[src/hdl/pgp_consts.svh]
`ifndef PGP_CONSTS_SVH
`define PGP_CONSTS_SVH

// register indices; byte address is four times the index
`define PGP_IDX_PORT_E_DATA 6'h01
`define PGP_IDX_PORT_A_DIR 6'h02
`define PGP_IDX_PORT_E_DIR 6'h03
`define PGP_IDX_PORT_C_DATA 6'h04

// implemented bit fields
`define PGP_PORT_A_MSB 7
`define PGP_PORT_EC_MSB 1
`define PGP_SPI_MSB 3

// reset values
`define PGP_RST_PORT_A_DIR 8'h00
`define PGP_RST_PORT_E_DIR 2'h0
`define PGP_RST_PORT_E_DATA 2'h0
`define PGP_RST_PORT_C_DATA 2'h0

// pin ownership while the die link holds port c: pin 0 drives, pin 1 listens
`define PGP_DL_DIR 2'h1

`endif

[src/hdl/pgp_pkg.sv]
package pgp_pkg;
	`include "pgp_consts.svh"

	typedef logic [`PGP_PORT_EC_MSB:0] pgp_pair_t;

	typedef struct packed {
		logic [`PGP_PORT_A_MSB:0] port_a_dir;
		pgp_pair_t port_e_dir;
		pgp_pair_t port_e_data;
		pgp_pair_t port_c_data;
		logic [31:0] prdata;
		logic pslverr;
	} pgp_state_s;

	typedef struct packed {
		logic en;
		pgp_pair_t dir;
		pgp_pair_t out;
	} pgp_alt_s;
endpackage

[src/hdl/pgp_sync.sv]
`timescale 1ns/10ps
module pgp_sync import pgp_pkg::*; #(
	parameter int WIDTH = 2
) (
	input wire logic i_clk, // system clock
	input wire logic i_reset_n, // async reset
	input wire logic [WIDTH-1:0] i_async, // pin level
	output logic [WIDTH-1:0] o_sync // synchronised level
);
	logic [WIDTH-1:0] meta;

	// meta feeds only the second stage
	always_ff @(posedge i_clk or negedge i_reset_n) begin
		if (!i_reset_n) begin
			meta <= '0;
			o_sync <= '0;
		end else begin
			meta <= i_async;
			o_sync <= meta;
		end
	end
endmodule // pgp_sync

[src/hdl/pgp_pin_mux.sv]
`timescale 1ns/10ps
module pgp_pin_mux import pgp_pkg::*; (
	input wire pgp_alt_s i_alt, // alternate function request
	input wire pgp_pair_t i_dir, // stored direction, 1 = output
	input wire pgp_pair_t i_data, // stored data
	output pgp_pair_t o_pin, // pin drive value
	output pgp_pair_t o_oe_n // pin enable, low drives
);
	pgp_pair_t dir_eff;

	// the alternate function wins; stored bits are only bypassed, never altered
	always_comb begin
		dir_eff = i_alt.en ? i_alt.dir : i_dir;
		o_oe_n = ~dir_eff;
		o_pin = i_alt.en ? (i_alt.out & i_alt.dir) : (i_data & i_dir);
	end
endmodule // pgp_pin_mux

[src/hdl/pgp_top.sv]
// Decided for this implementation: the APB slave port.
`timescale 1ns/10ps
// Overview of operation
// - port e read returns stored bit when output, synchronised pin when input
// - in output mode each port e data bit drives its pin
// - enabled oscillator overrides gpio on port e bit 1 and 0
// - eight-bit port a direction, 1 output, 0 input, resets to zero
// - enabled spi forces port a bits 3..0 direction, stored bits untouched
// - enabled oscillator owns port e pins, stored direction bits untouched
// - port c pin 1 carries die link interrupt when the link uses it
// - port c pin 0 carries die link clock when the link uses it
// - port c read returns stored bit when output, synchronised pin otherwise
// - direction and port c data registers read and write at any time
// - die link sets port c direction, stored direction bits untouched
module pgp_top import pgp_pkg::*; (
	input wire logic i_clk, // 10 MHz bus clock
	input wire logic i_reset_n, // async system reset
	input wire logic i_psel, // apb select
	input wire logic i_penable, // apb access phase
	input wire logic i_pwrite, // apb direction, 1 = write
	input wire logic [7:0] i_paddr, // apb byte address
	input wire logic [31:0] i_pwdata, // apb write data
	input wire logic [3:0] i_pstrb, // apb byte strobes
	output logic o_pready, // apb ready, always high
	output logic [31:0] o_prdata, // apb read data
	output logic o_pslverr, // apb error on unmapped address
	input wire logic i_spi_en, // spi owns port a bits 3..0
	input wire logic [3:0] i_spi_dir, // spi direction for those bits
	output logic [7:0] o_port_a_dir_eff, // port a direction in force
	input wire logic i_osc_en, // oscillator function enabled
	input wire logic i_crystal_out, // oscillator drive for port e pin 1
	output logic o_crystal_in, // port e pin 0 to the oscillator
	input wire logic [1:0] i_pe_pin, // port e pin levels
	output logic [1:0] o_pe_pin, // port e pin drive
	output logic [1:0] o_pe_oe_n, // port e enable, low drives
	input wire logic [1:0] i_port_c_dir, // stored port c direction
	input wire logic i_dl_en, // die link owns port c pins
	input wire logic i_die_link_clock, // die link clock to port c pin 0
	output logic o_die_link_interrupt, // port c pin 1 to the die link
	input wire logic [1:0] i_pc_pin, // port c pin levels
	output logic [1:0] o_pc_pin, // port c pin drive
	output logic [1:0] o_pc_oe_n // port c enable, low drives
);
	pgp_state_s state;
	pgp_state_s next_state;
	pgp_pair_t pe_sync;
	pgp_pair_t pc_sync;
	pgp_alt_s osc_alt;
	pgp_alt_s dl_alt;
	logic setup;
	logic wr_take;
	logic [5:0] idx;
	logic aligned;
	pgp_pair_t e_read_val;
	pgp_pair_t c_read_val;

	// per bit: stored data when driven, pin level when listening
	function automatic pgp_pair_t read_back(input pgp_pair_t dir, input pgp_pair_t data,
		input pgp_pair_t pin);
		read_back = (dir & data) | (~dir & pin);
	endfunction

	function automatic logic mapped(input logic [5:0] ix);
		mapped = (ix == `PGP_IDX_PORT_E_DATA) || (ix == `PGP_IDX_PORT_A_DIR) ||
			(ix == `PGP_IDX_PORT_E_DIR) || (ix == `PGP_IDX_PORT_C_DATA);
	endfunction

	pgp_sync #(.WIDTH(2)) u_pe_sync (
		.i_clk(i_clk),
		.i_reset_n(i_reset_n),
		.i_async(i_pe_pin),
		.o_sync(pe_sync)
	);

	pgp_sync #(.WIDTH(2)) u_pc_sync (
		.i_clk(i_clk),
		.i_reset_n(i_reset_n),
		.i_async(i_pc_pin),
		.o_sync(pc_sync)
	);

	always_comb begin
		// crystal output on pin 1, pin 0 left as input for the crystal
		osc_alt.en = i_osc_en;
		osc_alt.dir = 2'h2;
		osc_alt.out = {i_crystal_out, 1'b0};
		dl_alt.en = i_dl_en;
		dl_alt.dir = `PGP_DL_DIR;
		dl_alt.out = {1'b0, i_die_link_clock};
	end

	pgp_pin_mux u_pe_mux (
		.i_alt(osc_alt),
		.i_dir(state.port_e_dir),
		.i_data(state.port_e_data),
		.o_pin(o_pe_pin),
		.o_oe_n(o_pe_oe_n)
	);

	pgp_pin_mux u_pc_mux (
		.i_alt(dl_alt),
		.i_dir(i_port_c_dir),
		.i_data(state.port_c_data),
		.o_pin(o_pc_pin),
		.o_oe_n(o_pc_oe_n)
	);

	// the crystal is analog; passing it raw avoids sampling a clock with itself
	assign o_crystal_in = i_pe_pin[0];
	assign o_die_link_interrupt = pc_sync[1];

	// spi override never writes the stored bits
	assign o_port_a_dir_eff = i_spi_en ? {state.port_a_dir[7:4], i_spi_dir} :
		state.port_a_dir;

	assign idx = i_paddr[7:2];
	assign aligned = (i_paddr[1:0] == 2'h0);
	assign setup = i_psel && !i_penable;
	assign wr_take = i_psel && i_penable && i_pwrite && i_pstrb[0] && aligned;
	assign e_read_val = read_back(state.port_e_dir, state.port_e_data, pe_sync);
	assign c_read_val = read_back(i_port_c_dir, state.port_c_data, pc_sync);

	always_comb begin
		next_state = state;
		if (setup) begin
			// read data is latched in setup so the access phase needs no wait
			next_state.pslverr = !(aligned && mapped(idx));
			next_state.prdata = 32'h0000_0000;
			// misaligned reads return zero like unmapped ones
			if (!i_pwrite && aligned) begin
				case (idx)
					`PGP_IDX_PORT_E_DATA: next_state.prdata[1:0] = e_read_val;
					`PGP_IDX_PORT_A_DIR: next_state.prdata[7:0] = state.port_a_dir;
					`PGP_IDX_PORT_E_DIR: next_state.prdata[1:0] = state.port_e_dir;
					`PGP_IDX_PORT_C_DATA: next_state.prdata[1:0] = c_read_val;
					default: next_state.prdata = 32'h0000_0000;
				endcase
			end
		end
		// writes ignore every mode input; upper bits are simply not stored
		if (wr_take) begin
			case (idx)
				`PGP_IDX_PORT_E_DATA: next_state.port_e_data = i_pwdata[1:0];
				`PGP_IDX_PORT_A_DIR: next_state.port_a_dir = i_pwdata[7:0];
				`PGP_IDX_PORT_E_DIR: next_state.port_e_dir = i_pwdata[1:0];
				`PGP_IDX_PORT_C_DATA: next_state.port_c_data = i_pwdata[1:0];
				default: next_state.port_a_dir = state.port_a_dir;
			endcase
		end
	end

	always_ff @(posedge i_clk or negedge i_reset_n) begin
		if (!i_reset_n) begin
			state.port_a_dir <= `PGP_RST_PORT_A_DIR;
			state.port_e_dir <= `PGP_RST_PORT_E_DIR;
			state.port_e_data <= `PGP_RST_PORT_E_DATA;
			state.port_c_data <= `PGP_RST_PORT_C_DATA;
			state.prdata <= 32'h0000_0000;
			state.pslverr <= 1'b0;
		end else begin
			state <= next_state;
		end
	end

	assign o_pready = 1'b1;
	assign o_prdata = state.prdata;
	assign o_pslverr = state.pslverr;

	logic e_rd_setup;
	logic c_rd_setup;
	assign e_rd_setup = setup && !i_pwrite && aligned && (idx == `PGP_IDX_PORT_E_DATA);
	assign c_rd_setup = setup && !i_pwrite && aligned && (idx == `PGP_IDX_PORT_C_DATA);

	// per-register write strobes, shared by the hold checks below
	logic wr_a_dir;
	logic wr_e_dir;
	logic wr_e_data;
	logic wr_c_data;
	logic bad_access;
	assign wr_a_dir = wr_take && (idx == `PGP_IDX_PORT_A_DIR);
	assign wr_e_dir = wr_take && (idx == `PGP_IDX_PORT_E_DIR);
	assign wr_e_data = wr_take && (idx == `PGP_IDX_PORT_E_DATA);
	assign wr_c_data = wr_take && (idx == `PGP_IDX_PORT_C_DATA);
	assign bad_access = !(aligned && mapped(idx));
endmodule // pgp_top

[config.mk]
export PLATFORM = sky130hd
export DESIGN_NAME = pgp_top
export DESIGN_NICKNAME = d
export VERILOG_FILES = /design/src/hdl/pgp_pkg.sv /design/src/hdl/pgp_sync.sv /design/src/hdl/pgp_pin_mux.sv /design/src/hdl/pgp_top.sv
export VERILOG_INCLUDE_DIRS = /design/src /design/src/hdl
export SDC_FILE = /design/constraint.sdc
export NUM_CORES = 1
export LEC_CHECK = 0
export BUFFER_PORTS_ARGS = -buffer_cell sky130_fd_sc_hd__buf_4
export CORE_MARGIN = 10
export CORE_UTILIZATION = 40
export CTS_BUF_LIST = sky130_fd_sc_hd__clkbuf_4
export DETAILED_ROUTE_END_ITERATION = 12
export GPL_ROUTABILITY_DRIVEN = 0
export HOLD_SLACK_MARGIN = 0.1
export PLACE_DENSITY = 0.82
export SYNTH_ARGS = -nofsm -noshare
export SYNTH_HDL_FRONTEND = slang
export SYNTH_SLANG_ARGS = --single-unit
[constraint.sdc]
create_clock -name i_clk -period 1.97 [get_ports i_clk]
set_input_delay 0.197 -clock i_clk [delete_from_list [all_inputs] [get_ports i_clk]]
set_output_delay 0.197 -clock i_clk [all_outputs]
set_load 0.05 [all_outputs]
Word level (Yosys, flattened, before mapping) --
Index checks and enable logic that the tools add are counted.
Operators by class: eq/ne operators 4, bitwise operators 10, reductions and logical operators 18, mux-type cells 8
Operators with widths (count):
- $eq A6 B2 Y1 const B | 2
- $and A2 B2 Y2 | 4
- $mux W2 | 4
- $mux W8 | 1
- $not A2 Y2 | 4
- $pmux W2 S4 | 1
- $reduce_and A2 Y1 | 4
- $logic_and A1 B1 Y1 | 7
- $eq A6 B1 Y1 const B | 1
- $eq A6 B3 Y1 const B | 1
- $mux W6 | 1
- $mux W4 | 1
- $or A2 B2 Y2 | 2
- $logic_not A1 Y1 | 3
- $logic_or A1 B1 Y1 | 3
- $logic_not A2 Y1 | 1
Word-level totals: register bits after elaboration 55, input bits 64, output and inout port bits 52

Longest topological paths before layout --
word-level depth 6, depth in mapped cells 5

Hierarchy --
A second synthesis with hierarchy kept.
Unflattened totals: cell total of the unflattened synthesis 150, area, all modules 1736.7 um2
Modules (own cells, without submodules):
- pgp_top | area an instance 1441.4 um2, times used 1, cells an instance 128
- pgp_sync | area an instance 100.1 um2, times used 2, cells an instance 4
- pgp_pin_mux | area an instance 47.5 um2, times used 2, cells an instance 7

Least setup slack after synthesis --
Ideal clock, no wire load.
path type reg-to-output, start register state[38] (netlist name), end output port o_pe_pin[1], buffers on the path 0, path slack 0.253 ns, data arrival time 1.520 ns, stages on the path, launching flop included 3, data required time 1.773 ns, cell sequence dfrtp_1 > nand2_1 > o21ai_0
Between the ends: longest elaborated chain between the ends 2
Ends and longest elaborated chain:
- start: declaration | line pgp_top.sv:44 | pgp_state_s state;
- start signal: assignment | line pgp_top.sv:161 | state <= next_state;
- $and A2 B2 Y2 | line pgp_pin_mux.sv:15 | o_pin = i_alt.en ? (i_alt.out & i_alt.dir) : (i_data & i_dir);
- $mux W2 | line pgp_pin_mux.sv:15
- end: declaration | line pgp_top.sv:34 | output logic [1:0] o_pe_pin,
No other way between the ends.

Worst setup path after layout --
start input port i_paddr[5], end register state[45] (netlist name)
Between the ends: longest elaborated chain between the ends 2
Ends and longest elaborated chain:
- start: declaration | line pgp_top.sv:21 | input wire logic [7:0] i_paddr,
- $eq A6 B2 Y1 | line pgp_top.sv:142 | case (idx)
- $reduce_and A2 Y1 (no line)
No other way between the ends. A chain may end at the register's enable or synchronous reset.

==> flow_summary_export.csv <==
group,metric,value,unit
timing,whs,0.131,ns
yosys,ys_top_cells_by_area,"dfrtp_1 46%, buf_4 17%, mux2_2 8.8%",
clocking,clk_pin_slew,0.09,ns
grt,antenna_found_initial,0,
worst_setup_path,cpLargestDelayFamily,"simple AND/OR/NAND/NOR gates",
place,dpl.hpwl,3.28,mm
finish,seqCellArea,776,um2
finish,n_antenna_cell,0,
drt,drt_iter0_markers,53,
yosys,netlist_instances,147,
clocking,numCtsBuffers,5,
grt,overflow,0,
floorplan,io_pins,116,
power_and_ir_drop,p_leak,1.10,nW
clocking,root_buffer,"clkbuf_4",
timing,post-route-min-period,1.51,ns
timing,fmax,661,MHz
worst_setup_path,arrival,1.72,ns
timing,rsz0062_at_grt,"no",
drt,drt.antenna.violating_nets,0,
clocking,cts.sinks,31,
grt,grt_max_degree,32,
clocking,clk_latency,0.32,ns
yosys,ys_warn_count,0,
drt,wl,4.08,mm
grt,first_global_vias,1343,
clocking,post-cts-setup-buffers,0,
worst_setup_path,slowest_stage,"or3_1",
drt,wire_per_inst,15.4,um
drt,via_count,1231,
clocking,cts_tree,"built",
yosys,synth_top_cell_area_share,46.4,%
floorplan,start_util,41.5,%
yosys,seq_area_frac_synth,46.4,%
worst_setup_path,path_cells,"buf_4, nor4_4, nand2_1, or3_1, mux2_1",
worst_setup_path,crit_buf_inv,1,
floorplan,die_w,84.6,um
clocking,htreeDepth,2,
clocking,clockBufferDepth,2,
clocking,cts_resized,0,
yosys,synth_top_area_cell,"dfrtp_1",
timing,finalSetupTns,0,ns
power_and_ir_drop,irDropWorstVdd,0.000281,V
place,port-buffer-count,63,
floorplan,dieHeight,84.6,um
finish,final_common_cell,"buf_4",
grt,globalRouteTotalUtil,11.4,%
finish,syn2layout_area_growth,30.8,%
timing,worst_clock_skew,0.00554,ns
finish,multi_input_area,664,um2
finish,drive_gt1_share,40.5,%
power_and_ir_drop,power,1.30,mW
grt,grt_first_pass_wirelength,6.73,mm
drt,via_per_inst,4.65,
timing,drv_slew,0,
yosys,synthDistinctLibCells,27,
status,status,"completed",
worst_setup_path,cp.required,2.18,ns
floorplan,rows,23,
flow_run,maxCapViolCount,0,
worst_setup_path,cp-end-kind,"register",
timing,hold_viol_final,0,
worst_setup_path,crit_type,"input port to register",
yosys,syn_area,1670,um2
drt,remaining_drc_errors,0,
finish,nets,278,
clocking,cts_hold_buf,13,
power_and_ir_drop,power.density,596,nW/um2
floorplan,die_area,7160,um2
yosys,syn_area_per_cell,11.4,um2
worst_setup_path,slowest_delay,0.54,ns
finish,fill_cells,370,
floorplan,core_area,4030,um2
timing,post-route-period-util,76.8,%
worst_setup_path,cp_max_fo,8,
worst_setup_path,r2r_setup_slack,0.68,ns
drt,drtPass1Iterations,4,
worst_setup_path,worstSetupStartpointType,"input port",
min_path,hp-class,"input port to register",
finish,layout_common_cells,"65 x buf_4, 31 x dfrtp_1, 25 x conb_1, 13 x mux2_2, 13 x dlygate4sd3_1",
yosys,synth_seq_cells,31,
timing,setup_viol_count_final,0,
[Yosys cell counts]
cell,count
a2111o_1,1
a211oi_1,2
a22o_1,6
a311oi_1,2
buf_2,1
buf_4,38
buf_6,1
clkbuf_1,1
conb_1,2
dfrtp_1,31
inv_1,3
mux2_1,8
mux2_2,13
mux2i_1,2
nand2_1,7
nand2b_1,6
nand4_1,1
nor2_1,4
nor3_1,6
nor4_4,1
o21ai_0,2
o21bai_1,1
o41ai_1,2
or3_1,3
or3b_4,1
or4_1,1
or4_2,1
[flip-flops by register name (all words and copies together) (netlist names)]
name,count
u_pe_sync.o_sync,2
o_pslverr,1
state,14
u_pe_sync.meta,2
u_pc_sync.o_sync,2
u_pc_sync.meta,2
o_prdata,8
[cell families after synthesis]
group | synth area share, %
multiplexers | 15.4
other | 0.450
buffers and inverters | 19.0
flip-flops | 46.4
AND/OR/NAND/NOR | 10.9
AO/OA/AOI/OAI | 7.87
[final timing paths]
| path | startpoint | to | cells after the start |
|---|---|---|---|
| max reg2reg | state[38]$_DFFE_PN0P_ | o_prdata[1]$_DFFE_PN0P_ | 4 |
| max | i_paddr[5] | state[45]$_DFFE_PN0P_ | 5 |
| min reg2reg | u_pe_sync.meta[1]$_DFF_PN0_ | u_pe_sync.o_sync[1]$_DFF_PN0_ | 0 |
| min in group asynchronous | i_reset_n | o_prdata[7]$_DFFE_PN0P_ | 2 |
| min | i_pwdata[1] | state[40]$_DFFE_PN0P_ | 2 |
| max in group asynchronous | i_reset_n | u_pe_sync.meta[0]$_DFF_PN0_ | 2 |
[where the power goes]
group          total, mW  switching (mW)  internal (mW)
clock network      0.341           0.196          0.146
logic              0.309           0.211         0.0975
registers          0.651         0.00461          0.647
[through the flow]
step | worst slack (ns) | std cells | util, % | cell area (um2)
detailed placement | 0.108 | 244 | 49.7 | 2000
global route | 0.354 | 265 | 54.2 | 2180
finish | 0.457 | 265 | 54.2 | 2180
CTS | 0.459 | 265 | 54.2 | 2180
global placement | 0.128 | 244 | 49.7 | 2000
floorplan | 0.253 | 170 | - | 1760
[worst register-to-register path: cells and delay by family, from the launching register on]
kind	cells	cell delay, ns
AND/OR/NAND/NOR	1	0.16
flip-flops	1	0.43
AO/OA/AOI/OAI	3	0.60
[layer usage]
layer	vias to the layer above	wire length, um	GRT usage (%)
li1	590	-	-
met1	593	1580	12.5
met2	46	2080	18.6
met3	2	387	5.31
met4	0	28	4.49
met5	-	0	0
[area by class of cell]
| cell class | count | area share [%] |
|---|---|---|
| Clock buffer | 6 | 2.06 |
| Clock inverter | 2 | 0.344 |
| Multi-Input combinational cell | 95 | 30.4 |
| Sequential cell | 31 | 35.5 |
| Tap cell | 50 | 2.86 |
| Timing Repair Buffer | 78 | 28.3 |
| Inverter | 3 | 0.515 |
Power figures use the tool's default switching activity.
